[src/reset_sampler_consts.vh]
// constants for the reset and mode sampler
`ifndef RESET_SAMPLER_CONSTS_VH
`define RESET_SAMPLER_CONSTS_VH
`define SAMPLE_WINDOW_CYCLES 10
`define SAMPLE_CNT_WIDTH 4
`define FETCH_DELAY_CYCLES 80
`define FETCH_CNT_WIDTH 7
`define SYNC_STAGES 2
`define BOOT_WIDTH_RESET 1'b0
`define TRISTATE_RESET 1'b0
`endif

[src/reset_and_mode_sampler.v]
// reset sequencer with reset-time mode latching and flash reset forwarding
`timescale 1ns/10ps
`include "reset_sampler_consts.vh"
module reset_and_mode_sampler (
    input wire clk,
    input wire arst_n,
    input wire external_reset_n,
    input wire watchdog_reset,
    input wire boot_width_select,
    input wire tristate_select_n,
    input wire flash_reset_n,
    input wire clock_out_as_gpio,
    output reg coreReset_n,
    output reg peripheralReset_n,
    output reg fetchEnable,
    output reg bootWidth8,
    output reg tristateMode,
    output reg outputDriverDisable,
    output reg flashDirectAccess,
    output reg flashReset_n,
    output reg remapClear,
    output reg peripheralPinsInput,
    output reg clockOutEnable
);
    // one-hot sequencer states
    localparam [2:0] ST_RESET = 3'b001;
    localparam [2:0] ST_DELAY = 3'b010;
    localparam [2:0] ST_RUN = 3'b100;

    reg [`SYNC_STAGES-1:0] releaseSync;
    reg [`SAMPLE_CNT_WIDTH-1:0] bootLowRun;
    reg [`SAMPLE_CNT_WIDTH-1:0] bootHighRun;
    reg [`SAMPLE_CNT_WIDTH-1:0] triLowRun;
    reg [`FETCH_CNT_WIDTH-1:0] fetchCount;
    reg [2:0] state;
    reg [2:0] next_state;
    reg extPrev;
    wire extRise;
    wire anyReset;

    // a run counter at the window length saw its level on every edge of the window
    function windowFull;
        input [`SAMPLE_CNT_WIDTH-1:0] cnt;
        begin
            windowFull = (cnt == `SAMPLE_WINDOW_CYCLES);
        end
    endfunction

    // saturating run-length step used by the pin samplers
    function [`SAMPLE_CNT_WIDTH-1:0] runStep;
        input [`SAMPLE_CNT_WIDTH-1:0] cnt;
        input cond;
        begin
            if (!cond) begin
                runStep = {`SAMPLE_CNT_WIDTH{1'b0}};
            end else if (windowFull(cnt)) begin
                runStep = cnt;
            end else begin
                runStep = cnt + 1'b1;
            end
        end
    endfunction

    // release edge of the external reset; pins are synchronous to clk
    assign extRise = external_reset_n && !extPrev;
    // either source asserts anyReset; watchdog merely joins external reset
    assign anyReset = !external_reset_n || watchdog_reset;

    // release synchronizer: asserts at once, releases after two edges
    always @(posedge clk or negedge arst_n) begin
        if (!arst_n) begin
            releaseSync <= {`SYNC_STAGES{1'b0}};
        end else if (anyReset) begin
            releaseSync <= {`SYNC_STAGES{1'b0}};
        end else begin
            releaseSync <= {releaseSync[`SYNC_STAGES-2:0], 1'b1};
        end
    end

    // pin level run lengths, counted only while external reset is low
    always @(posedge clk or negedge arst_n) begin
        if (!arst_n) begin
            extPrev <= 1'b1; // idle level of the pin, so no false release edge
            bootLowRun <= {`SAMPLE_CNT_WIDTH{1'b0}};
            bootHighRun <= {`SAMPLE_CNT_WIDTH{1'b0}};
            triLowRun <= {`SAMPLE_CNT_WIDTH{1'b0}};
        end else begin
            extPrev <= external_reset_n;
            bootLowRun <= runStep(bootLowRun, !external_reset_n && !boot_width_select);
            bootHighRun <= runStep(bootHighRun, !external_reset_n && boot_width_select);
            triLowRun <= runStep(triLowRun, !external_reset_n && !tristate_select_n);
        end
    end

    // mode latches update only on an external release, never on watchdog
    always @(posedge clk or negedge arst_n) begin
        if (!arst_n) begin
            bootWidth8 <= `BOOT_WIDTH_RESET;
            tristateMode <= `TRISTATE_RESET;
        end else if (extRise) begin
            // pin held high the whole window picks 8-bit, low picks 16-bit
            if (windowFull(bootHighRun)) begin
                bootWidth8 <= 1'b1;
            end else if (windowFull(bootLowRun)) begin
                bootWidth8 <= 1'b0;
            end
            tristateMode <= windowFull(triLowRun);
        end
    end

    // next state of the fetch sequencer
    always @* begin
        next_state = state;
        case (state)
            ST_RESET: begin
                if (releaseSync[`SYNC_STAGES-1]) begin
                    next_state = ST_DELAY;
                end
            end
            ST_DELAY: begin
                if (fetchCount == `FETCH_DELAY_CYCLES - `SYNC_STAGES - 1) begin
                    next_state = ST_RUN;
                end
            end
            ST_RUN: begin
                next_state = ST_RUN;
            end
            default: begin
                next_state = ST_RESET;
            end
        endcase
    end

    // sequencer and fetch delay counter; any reset returns to start
    always @(posedge clk or negedge arst_n) begin
        if (!arst_n) begin
            state <= ST_RESET;
            fetchCount <= {`FETCH_CNT_WIDTH{1'b0}};
        end else if (anyReset) begin
            state <= ST_RESET;
            fetchCount <= {`FETCH_CNT_WIDTH{1'b0}};
        end else begin
            state <= next_state;
            if (state == ST_DELAY) begin
                fetchCount <= fetchCount + 1'b1;
            end
        end
    end

    // processor held until the fetch point, peripherals only until the fetch delay count starts
    always @(posedge clk or negedge arst_n) begin
        if (!arst_n) begin
            coreReset_n <= 1'b0;
            peripheralReset_n <= 1'b0;
            fetchEnable <= 1'b0;
        end else begin
            coreReset_n <= !anyReset && (next_state == ST_RUN);
            peripheralReset_n <= !anyReset && (state != ST_RESET);
            fetchEnable <= !anyReset && (next_state == ST_RUN);
        end
    end

    // latched tristate mode drives the driver disable and flash pass-through
    always @(posedge clk or negedge arst_n) begin
        if (!arst_n) begin
            outputDriverDisable <= 1'b0;
            flashDirectAccess <= 1'b0;
        end else begin
            outputDriverDisable <= tristateMode;
            flashDirectAccess <= tristateMode;
        end
    end

    // flash reset forwarded on its own, untouched by the processor reset
    always @(posedge clk or negedge arst_n) begin
        if (!arst_n) begin
            flashReset_n <= 1'b0;
        end else begin
            flashReset_n <= flash_reset_n;
        end
    end

    // remap clear follows every reset source, nothing else clears it
    always @(posedge clk or negedge arst_n) begin
        if (!arst_n) begin
            remapClear <= 1'b1;
        end else begin
            remapClear <= anyReset;
        end
    end

    // pin direction and master clock copy
    always @(posedge clk or negedge arst_n) begin
        if (!arst_n) begin
            peripheralPinsInput <= 1'b1;
            clockOutEnable <= 1'b1;
        end else begin
            peripheralPinsInput <= anyReset || (state != ST_RUN);
            // clock copy runs during reset until software frees the pin
            clockOutEnable <= anyReset || !clock_out_as_gpio;
        end
    end
endmodule

[config.mk]
export PLATFORM = sky130hd
export DESIGN_NAME = reset_and_mode_sampler
export DESIGN_NICKNAME = d
export VERILOG_FILES = /design/src/reset_and_mode_sampler.v
export VERILOG_INCLUDE_DIRS = /design/src
export SDC_FILE = /design/constraint.sdc
export NUM_CORES = 1
export LEC_CHECK = 0
export ABC_AREA = 1
export ABC_CLOCK_PERIOD_IN_PS = 1580
export BUFFER_PORTS_ARGS = -buffer_cell sky130_fd_sc_hd__buf_4
export CORE_MARGIN = 3
export CORE_UTILIZATION = 55
export CTS_CLUSTER_DIAMETER = 30
export DETAILED_ROUTE_END_ITERATION = 16
export PLACE_DENSITY = 0.75
export SLEW_MARGIN = 5
export SYNTH_ARGS = -nofsm -noshare
export SYNTH_HDL_FRONTEND = slang
export SYNTH_SLANG_ARGS = --single-unit
[constraint.sdc]
create_clock -name clk -period 1.58 [get_ports clk]
set_input_delay 0.237 -clock clk [delete_from_list [all_inputs] [get_ports clk]]
set_output_delay 0.237 -clock clk [all_outputs]
set_load 0.01 [all_outputs]
Yosys cells after proc, flatten, opt, wreduce, memory -nomap -nowiden
Cells that the tools add are included.
- register bits: 34
- output and inout bits: 11
- multiplexer cells: 15
- add/subtract/negate cells: 4
- eq/ne operators: 13
- reduce and logical (&&, ||, !) cells: 18
- operators with widths (operator ; count):
    4-bit two-way mux ; 6
    7-bit two-way mux ; 2
    4-bit by 1-bit adder with 4-bit output, second input constant ; 3
    4-bit equality test, second input constant ; 3
    3-bit two-way mux ; 3
    3-bit case mux with 3 select lines ; 1
    7-bit by 1-bit adder with 7-bit output, second input constant ; 1
    7-bit equality test, second input constant ; 1
    3-bit equality test, second input constant ; 2
    1-bit logical AND ; 6
    1-bit zero test ; 6
    2-bit inequality test, second input constant ; 3
    2-bit nonzero test ; 2
    3-bit by 1-bit equality test with 1-bit output, second input constant ; 1
    3-bit by 2-bit equality test with 1-bit output, second input constant ; 1
    1-bit logical OR ; 3
    3-bit by 1-bit inequality test with 1-bit output, second input constant ; 1
    3-bit inequality test, second input constant ; 1
    1-bit two-way mux ; 2
    2-bit two-way mux ; 1
    2-bit AND reduction ; 1

Depth between registers and ports, before layout
Gate-level depths: netlist (run 1).
- depth in word-level cells: 5
- depth in mapped cells: 7
- mapped depth without buffers: 7

Worst setup path before layout (run 1)
OpenSTA, ideal clock, no wires.
- path kind: register -> register
- from: register state[0]
- to: register fetchCount[2]
- path buffers: 0
- path slack: 0.456 ns
- stages on the path, launching flop included: 6
- required time: 1.455 ns
- arrival time: 0.999 ns
- library setup time: 0.125 ns
- cell sequence: dfstp_2 -> inv_1 -> nand3_1 -> inv_1 -> a21oi_1 -> nor3_2
- longest elaborated chain between the ends: 2
- RTL lines (item ; RTL line ; text):
    start, declared ; reset_and_mode_sampler.v:35 ; reg [2:0] state;
    start signal, assigned ; reset_and_mode_sampler.v:143 ; state <= next_state;
    3-bit by 2-bit equality test with 1-bit output ; reset_and_mode_sampler.v:144 ; if (state == ST_DELAY) begin
    2-bit nonzero test (no source line) ; - ;
    end signal, assigned ; reset_and_mode_sampler.v:138 ; fetchCount <= {`FETCH_CNT_WIDTH{1'b0}};
    end signal, assigned ; reset_and_mode_sampler.v:141 ; fetchCount <= {`FETCH_CNT_WIDTH{1'b0}};
    end signal, assigned ; reset_and_mode_sampler.v:145 ; fetchCount <= fetchCount + 1'b1;
    end, declared ; reset_and_mode_sampler.v:34 ; reg [`FETCH_CNT_WIDTH-1:0] fetchCount;
No other way between the ends.
A chain may end at the register's enable or synchronous reset.

Worst setup path after layout (run 1)
- from: register fetchCount[0]
- to: register fetchCount[2]
- longest elaborated chain between the ends: 3
- RTL lines (item ; RTL line ; text):
    7-bit by 1-bit adder with 7-bit output ; reset_and_mode_sampler.v:145 ;
    7-bit two-way mux ; reset_and_mode_sampler.v:144 ;
    7-bit two-way mux ; reset_and_mode_sampler.v:139 ; end else if (anyReset) begin
No other way between the ends. The select of a mux whose other input is x is not followed.

==> results of run 1 <==
## synth_stat cells
library cell  count  area, um2
a21oi_1           4       20.0
buf_12            1       20.0
buf_4             2       15.0
dfrtp_1          29        726
dfstp_2           5        131
ha_1              8        100
inv_1            20       75.1
inv_2             1       3.75
inv_6             1       8.76
nand2_1          30        113
nand2_2           1       6.26
nand3_1          12       60.1
nand3b_1          1       7.51
nand4_1           4       25.0
nor2_1           18       67.6
nor2_4            1       11.3
nor3_1            5       25.0
nor3_2            1       10.0
o211ai_1          1       7.51
o21ai_0           9       45.0
o21ai_1           2       10.0
o21ai_2           1       8.76
o22ai_2           1       12.5
or2_4             1       8.76
xnor2_1           3       26.3
xor2_1            3       26.3
## cell families (layout without fill, tap and decap cells)
logic type               count (synthesis)  in the layout
AND/OR/NAND/NOR                         74             74
flip-flops                              34             34
buffers and inverters                   25             52
AO/OA/AOI/OAI                           18             18
adder cells (fa/ha/maj)                  8              8
XOR/XNOR                                 6              6
## metal layers
layer	GRT usage [%]	vias up
met3	3.92	7
met2	32.0	25
met5	0	-
met4	11.0	0
li1	-	585
met1	23.8	552
## metrics by stage
step	utilization, %	hold WS (ps)	cell area (um2)	power, mW	std cells
after global placement	66.2	198	1720	1.01	211
after global routing	69.9	35.1	1810	1.58	222
after floorplan	-	-58.6	1570	0.959	165
after CTS	69.9	38.7	1810	1.52	222
final	69.9	48.3	1810	1.51	222
after detailed placement	66.2	203	1720	1.01	211
## cell type report
class,instances,area (um2)
clock buffers,6,51.3
clock inverters,2,12.5
fillers,195,781
inverters,22,87.6
multi-input cells,106,591
flip-flops and latches,34,857
well taps,30,37.5
repair buffers,22,173
## path summary, 6_finish.rpt
path	slack [ps]	start	cells past startpoint	endpoint
min reg2reg	430	tristateMode	0	flashDirectAccess
max in group asynchronous	870	arst_n	2	extPrev
max	330	fetchCount[0]	4	fetchCount[2]
max reg2reg	330	fetchCount[0]	4	fetchCount[2]
min in group asynchronous	380	arst_n	2	flashDirectAccess
min	50	external_reset_n	1	extPrev
## sequential cells by signal (all words and copies together), names as in the netlist
signal and count:
peripheralReset_n 1, extPrev 1, bootWidth8 1, flashReset_n 1
fetchEnable 1, bootLowRun 4, flashDirectAccess 1, state 3
peripheralPinsInput 1, fetchCount 7, clockOutEnable 1, releaseSync 2
bootHighRun 4, remapClear 1, triLowRun 4, tristateMode 1
## repair_timing
item | CTS | global route
hold buffers | 3 | 0
hold endpoints to repair | 31 | 0
resized for setup | 0 | 0
## power by group
part	leakage (nW)	total (mW)	internal (mW)	switching, mW
combinational	0.375	0.0944	0.0383	0.0561
clock	0.0343	0.510	0.214	0.297
sequential	0.449	0.901	0.889	0.0118
## critical path, stage by stage (launching register included)
cell and delay (ps):
dfrtp_1 440, ha_1 270, inv_1 90, nor3_1 270
nor3_2 70
==> impl_metrics.yaml, run 1 <==
sta:
  fin_crit_sh_pct: 79.2
  setup_viol: 0
  worst_slack_ps: 328
  min_period_ps: 1250
  worst_clock_skew_ps: 8.52
  relSlewSlack_pct: 72.9
  tightest_slew_ps: 406
  rsz0062_at_grt: "false"
  maxSlewViolCount: 0
  setup_tns_ps: 0
  final_hold_viol_count: 0
  max_freq_ghz: 0.799
routing:
  vias: 1169
  met1Wirelength_um: 1210
  drt_iter0_markers: 30
  wl_met2_um: 1350
  wl_met3_um: 128
  routedWlPerCell_um: 12.4
  dr.pass1.iters: 4
  vias_per_cell: 5.27
  postRouteAntennaNets: 0
  routed_wirelength_um: 2750
  top_layer: "met4"
  drc_errors: 0
synth:
  syn_area_per_cell_um2: 9.52
  synth_cell_types: 26
  yosys.area_share.xor_xnor_pct: 3.35
  ys_seq_area_share_pct: 54.6
  syn_area_um2: 1570
  synth_top_family_by_area: "simple AND/OR/NAND/NOR gates"
  netlist_instances: 165
  synth_compound_area_share_pct: 6.61
  muxShareOfSynthArea_pct: 0
  syn_nets: 181
  synth-seq-cells: 34
  synth_warnings: 0
  synth_simple_gate_area_share_pct: 21.3
  synth_fa_ha_area_share_pct: 6.37
clocking:
  h-tree-depth: 2
  cts_tree: "yes"
  post-cts-setup-buffers: 0
  clock_latency_ps: 340
  cts.path.max_buffers: 2
  numCtsBuffers: 5
  path_clk_slew_ps: 110
  cts-root-buf: "clkbuf_4"
  cts.sinks: 34
place:
  hpwl_um: 2040
  port_buffers: 18
  place_congestion: 0.762
  pre_cts_slack_ps: 369
floorplan:
  dieArea_um2: 3530
  row_count: 18
  start_util_pct: 60.6
  die_h_um: 59.4
  fp.dieW_um: 59.4
  io_pins: 19
  core-area_um2: 2590
global_routing:
  grt_pass1_vias: 1224
  grt.overflow.total: 0
  grt_first_pass_wirelength_um: 5060
  grt_max_degree: 35
  grt_antenna_before_repair: 0
  grt.total_usage_pct: 19.5
worst_setup_path:
  critPathKind: "register to register"
  worstPathRequired_ps: 1810
  cp-start-kind: "register"
  critical_path.max_fanout: 5
  endpoint_kind: "register"
  cp.arrival_ps: 1480
hold_path:
  min_path_type: "input pin to register"
final_layout:
  final_cell_mix: "nand2_1, dfrtp_1, inv_1"
  syn_to_final_growth_pct: 15.2
  layout_commonest_cell: "nand2_1"
  layout.nets: 207
  num_antenna_cells: 0
  drive_above_1_share_pct: 20.8
power:
  irDropWorstVdd_uv: 875
  power.density_nw_per_um2: 832
  leakage_nw: 0.858
outcome:
  status: "completed"
flow_run:
  drv_cap: 0
Note: power is estimated with default switching activity, not from simulation.
==> run 2: changes to the inputs <==
--- a/config.mk
+++ b/config.mk
@@ -6,14 +6,14 @@
 export SDC_FILE = /design/constraint.sdc
 export NUM_CORES = 1
 export LEC_CHECK = 0
-export ABC_AREA = 1
-export ABC_CLOCK_PERIOD_IN_PS = 1580
+export ABC_AREA = 0
+export ABC_CLOCK_PERIOD_IN_PS = 1100
 export BUFFER_PORTS_ARGS = -buffer_cell sky130_fd_sc_hd__buf_4
 export CORE_MARGIN = 3
-export CORE_UTILIZATION = 55
+export CORE_UTILIZATION = 50
 export CTS_CLUSTER_DIAMETER = 30
 export DETAILED_ROUTE_END_ITERATION = 16
-export PLACE_DENSITY = 0.75
+export PLACE_DENSITY = 0.72
 export SLEW_MARGIN = 5
 export SYNTH_ARGS = -nofsm -noshare
 export SYNTH_HDL_FRONTEND = slang
==> constraint.sdc (replaced) <==
create_clock -name clk -period 1.1 [get_ports clk]
set_input_delay 0.165 -clock clk [delete_from_list [all_inputs] [get_ports clk]]
set_output_delay 0.165 -clock clk [all_outputs]
set_load 0.01 [all_outputs]
==> run 2 against run 1 <==
- the flow now finishes with violations (negative setup slack)
- maximum frequency decreased by 11%
- via count is 3.0% higher
- first-iteration DRC count fell by 33%
- largest cell class unchanged
==> impl_metrics.yaml, run 2 <==
outcome:
  status: "finished, violations left"
  failed_checks: "negative setup slack"
final_layout:
  post-route-util_pct: 78.8
  syn_to_final_growth_pct: 46.7
  largest_register: "fetchCount"
  largest_register_ffs: 7
  final_cell_mix: "buf_4, dfrtp_1, nand2_1, nor2_1"
  layout.nets: 212
  drive_above_1_share_pct: 50.8
  layout_commonest_cell: "buf_4"
  num_antenna_cells: 0
sta:
  worst_clock_skew_ps: 15.0
  setup_viol: 25
  max_freq_ghz: 0.710
  fin_crit_sh_pct: 128
  final_hold_viol_count: 0
  maxSlewViolCount: 0
  min_period_ps: 1410
  relSlewSlack_pct: 72.0
  worst_slack_ps: -308
  tightest_slew_ps: 420
  hold_ws_ps: 42.7
  rsz0062_at_grt: "true"
floorplan:
  core-area_um2: 2830
  dieArea_um2: 3740
  row_count: 19
  fp.dieW_um: 61.1
  io_pins: 19
  start_util_pct: 53.7
  die_h_um: 61.1
clocking:
  cts-root-buf: "clkbuf_4"
  cts.path.max_buffers: 2
  path_clk_slew_ps: 110
  clock_latency_ps: 340
  cts_tree: "yes"
  h-tree-depth: 2
  numCtsBuffers: 5
  cts.sinks: 34
synth:
  ys_seq_area_share_pct: 56.4
  synth-seq-cells: 34
  netlist_instances: 138
  synth.most_common_cell: "dfrtp_1"
  synth_top_area_cell: "dfrtp_1"
  syn_nets: 154
  ys.flop_type: "dfrtp_1"
  yosys-top-cells-area: "dfrtp_1, dfstp_2, ha_1"
  syn_area_per_cell_um2: 11.0
  synth_warnings: 0
  ys_top_cells_by_count: "dfrtp_1, o21ai_0, nand2_1, nor2_1, ha_1"
  synth_edf_count: 0
  synth_cell_types: 32
  synthArstFlopShare_pct: 100
  syn_area_um2: 1520
  synth_top_area_share_pct: 47.8
global_routing:
  grtUsageMet1_pct: 22.9
  grt_max_degree: 35
  use_met2_pct: 34.0
  grt_first_pass_wirelength_um: 5320
  grt_pass1_vias: 1241
  grt.overflow.total: 0
  grt_antenna_before_repair: 0
  grt_use_met3_pct: 5.03
  grt.total_usage_pct: 19.6
  top_usage_layer: "met2"
hold_path:
  min_path_type: "input pin to register"
place:
  hpwl_um: 2050
  pre_cts_slack_ps: -338
  place_congestion: 0.806
  port_buffers: 18
worst_setup_path:
  reg2reg_to: "fetchCount[4]"
  critPathKind: "register to register"
  endpoint: "fetchCount[4]"
  worstPathRequired_ps: 1370
  cp-start-kind: "register"
  critical_path.max_fanout: 5
  worstRegToRegCells: 3
  r2r-start: "state[1]"
  endpoint_kind: "register"
  crit_start: "state[1]"
  cp.arrival_ps: 1680
  r2r_slack_ps: -310
power:
  leakage_nw: 0.993
  power.density_nw_per_um2: 986
  irDropWorstVdd_uv: 657
routing:
  dr.pass1.iters: 4
  routedWlPerCell_um: 14.3
  vias: 1204
  vias_per_cell: 5.28
  drc_errors: 0
  drt_iter0_markers: 20
  postRouteAntennaNets: 0
  routed_wirelength_um: 3250
flow_run:
  drv_cap: 0
[run 2: cell families (layout without fill, tap and decap cells)]
family                     after synthesis  in the layout  share of synthesized area (%)
and+or+nand+nor                         52             53                           19.0
DFF                                     34             34                           56.4
adders and majority gates                8              8                           6.59
AOI/OAI and AO/OA                       23             23                           8.48
buffers and inverters                   11             69                           3.71
xor gates and xnor gates                10             10                           5.77
[run 2: power breakdown]
part	internal, mW	switching, mW	leakage (nW)
clock network	0.310	0.395	0.0353
logic	0.0967	0.105	0.510
registers	1.28	0.0129	0.447
[run 2: area by class of cell]
type / count / area (um2)
tap: 31 / 38.8
multi-input combinational: 94 / 807
sequential: 34 / 858
clock buffer: 7 / 55.1
clock inverter: 1 / 5.00
fill: 186 / 601
timing repair buffer: 55 / 442
inverter: 6 / 22.5
[run 2: what timing repair did]
action	CTS	global route
cloned	0	1
setup endpoints to repair	24	28
pin swaps	15	7
resized for setup	26	26
setup buffers	6	3
endpoints found under the hold margin	32	0
hold buffers	4	0
[run 2: critical path, cell delays in order, from the launching register on]
cell,delay (ps)
dfrtp_1,420
or3b_4,430
or3_1,360
a21oi_2,150
[run 2: worst min-delay path by stage]
stage | from | to | slack [ps] | cells past startpoint
2_1_floorplan | arst_n | bootHighRun[0] | -130 | 0
3_3_place_gp | arst_n | bootLowRun[0] | 130 | 1
3_5_place_dp | arst_n | bootLowRun[0] | 130 | 1
4_1_cts | boot_width_select | bootLowRun[0] | 20 | 2
5_1_grt | boot_width_select | bootLowRun[2] | 30 | 2
6_report | boot_width_select | bootLowRun[0] | 40 | 2
[run 2: routing by layer]
layer	routed length [um]	vias up
met3	108	4
li1	-	599
met5	0	-
met1	1470	580
met2	1640	21
met4	36	0
[run 2: metrics by stage]
step / power (mW) / cells / setup TNS [ps] / instance area, um2
4_1_cts: 2.21 / 225 / -3230 / 2090
3_3_place_gp: 1.45 / 207 / -2890 / 1850
6_report: 2.20 / 228 / -3690 / 2230
3_5_place_dp: 1.46 / 207 / -3570 / 1850
5_1_grt: 2.30 / 228 / -5270 / 2230
2_1_floorplan: 1.36 / 138 / -1940 / 1520
==> run 3: changes to the inputs <==
--- a/config.mk
+++ b/config.mk
@@ -13,7 +13,9 @@
 export CORE_UTILIZATION = 50
 export CTS_CLUSTER_DIAMETER = 30
 export DETAILED_ROUTE_END_ITERATION = 16
+export GPL_TIMING_DRIVEN = 0
 export PLACE_DENSITY = 0.72
+export RECOVER_POWER = 25
 export SLEW_MARGIN = 5
 export SYNTH_ARGS = -nofsm -noshare
 export SYNTH_HDL_FRONTEND = slang
==> run 3 against run 2 <==
- the flow still finishes with violations (negative setup slack)
- sequential power about the same
- total power increased by 11%
- routed wire length increased by 15%
- maximum frequency decreased by 2.7%
- global-route usage increased by 1.2 points
- final area increased by 2.2%
- clock power increased by 28%
- highest routed layer unchanged
==> impl_metrics.yaml, run 3 (synthesized netlist as in run 2, its figures left out) <==
outcome:
  status: "finished, violations left"
  failed_checks: "negative setup slack"
final_layout:
  num_antenna_cells: 0
  fin_area_um2: 2280
  final_cell_mix: "buf_4, dfrtp_1, buf_6"
  largest_register: "fetchCount"
  layout.nets: 208
  drive_above_1_share_pct: 49.2
  layout_commonest_cell: "buf_4"
  largest_register_ffs: 7
  syn_to_final_growth_pct: 50.0
  fillers: 142
global_routing:
  grt_max_degree: 35
  grt.overflow.total: 0
  grt_use_met3_pct: 5.66
  top_usage_layer: "met2"
  grt_pass1_vias: 1227
  grt_antenna_before_repair: 0
  use_met2_pct: 35.0
  grt_first_pass_wirelength_um: 5630
  grtUsageMet1_pct: 25.1
  grt.total_usage_pct: 20.8
sta:
  tightest_slew_ps: 411
  max_freq_ghz: 0.691
  fin_crit_sh_pct: 132
  setup_viol: 27
  worst_slack_ps: -347
  min_period_ps: 1450
  final_hold_viol_count: 0
  setup_tns_ps: -4400
  relSlewSlack_pct: 72.6
  rsz0062_at_grt: "true"
  worst_clock_skew_ps: 16.3
  maxSlewViolCount: 0
place:
  hpwl_um: 1810
  place_congestion: 0.762
  place_area_um2: 1690
  port_buffers: 18
floorplan:
  io_pins: 19
  start_util_pct: 53.7
  dieArea_um2: 3740
  die_h_um: 61.1
  core-area_um2: 2830
  fp.dieW_um: 61.1
  row_count: 19
worst_setup_path:
  critPathKind: "register to register"
  path_cells: "or3b_4 -> buf_6 -> or3_4 -> a21oi_2"
  cp_slowest_cell: "dfrtp_2"
  worstPathRequired_ps: 1350
  critical_path.max_fanout: 5
  cp.arrival_ps: 1700
  crit_path_max_incr_delay_ps: 420
  endpoint_kind: "register"
  cp-start-kind: "register"
flow_run:
  drv_cap: 0
routing:
  vias: 1262
  routedWlPerCell_um: 16.7
  drc_errors: 0
  drt_iter0_markers: 65
  vias_per_cell: 5.63
  routed_wirelength_um: 3730
  dr.pass1.iters: 4
  postRouteAntennaNets: 0
power:
  power.density_nw_per_um2: 1070
  irDropWorstVdd_uv: 1200
  total_power_mw: 2.43
  leakage_nw: 0.991
clocking:
  cts-root-buf: "clkbuf_4"
  numCtsBuffers: 5
  clock_latency_ps: 330
  h-tree-depth: 2
  path_clk_slew_ps: 110
  cts_tree: "yes"
  cts.sinks: 34
  cts.path.max_buffers: 2
hold_path:
  min_path_type: "input pin to register"
[run 3: critical path: cells and delay by family (launching register included)]
family / cells / cell delay (ps)
simple gates: 2 / 700
compound gates: 1 / 110
flops: 1 / 420
buf+inv: 1 / 130
[run 3: per-stage QoR]
stage / worst slack (ps) / cells / utilization, % / hold slack (ps)
5_1_grt: -396 / 224 / 80.5 / 18.2
6_report: -347 / 224 / 80.5 / 39.5
3_5_place_dp: -374 / 187 / 59.8 / 133
3_3_place_gp: -350 / 187 / 59.8 / 123
2_1_floorplan: -289 / 138 / - / -131
4_1_cts: -329 / 217 / 73.6 / 1.85
[run 3: cell type report]
| type | instances | area (um2) | share of cell area, % |
|---|---|---|---|
| buffer | 3 | 21.3 | 0.934 |
| clock buffer | 7 | 45.0 | 1.98 |
| clock inverter | 1 | 30.0 | 1.32 |
| inverter | 6 | 22.5 | 0.988 |
| multi-input combinational | 93 | 817 | 35.9 |
| sequential | 34 | 860 | 37.7 |
| tap | 31 | 38.8 | 1.70 |
| timing repair buffer | 49 | 444 | 19.5 |
[run 3: worst paths after layout]
check                      slack [ps]              start                end  cells past startpoint
max                              -350           state[2]      fetchCount[3]                      4
min in group asynchronous         300             arst_n        fetchEnable                      2
max reg2reg                      -350           state[2]      fetchCount[3]                      4
min reg2reg                       420       tristateMode  flashDirectAccess                      0
min                                40  tristate_select_n       triLowRun[2]                      2
max in group asynchronous         450             arst_n         remapClear                      2
[run 3: repair_timing]
item	4_1_cts	5_1_grt
pin swaps	18	13
gates cloned	1	0
gates resized for setup	38	31
setup endpoints to repair	26	31
hold endpoints to repair	32	0
setup buffers	19	10
hold buffers	4	0
[run 3: power breakdown]
part / leakage (nW) / internal [mW] / switching (mW)
combinational: 0.506 / 0.119 / 0.120
clock: 0.0395 / 0.483 / 0.418
sequential: 0.445 / 1.28 / 0.0147
[run 3: layer usage]
layer | routed length (um) | up-vias
met5 | 0 | -
met4 | 77 | 0
met3 | 128 | 11
met2 | 2010 | 27
met1 | 1520 | 637
li1 | - | 587
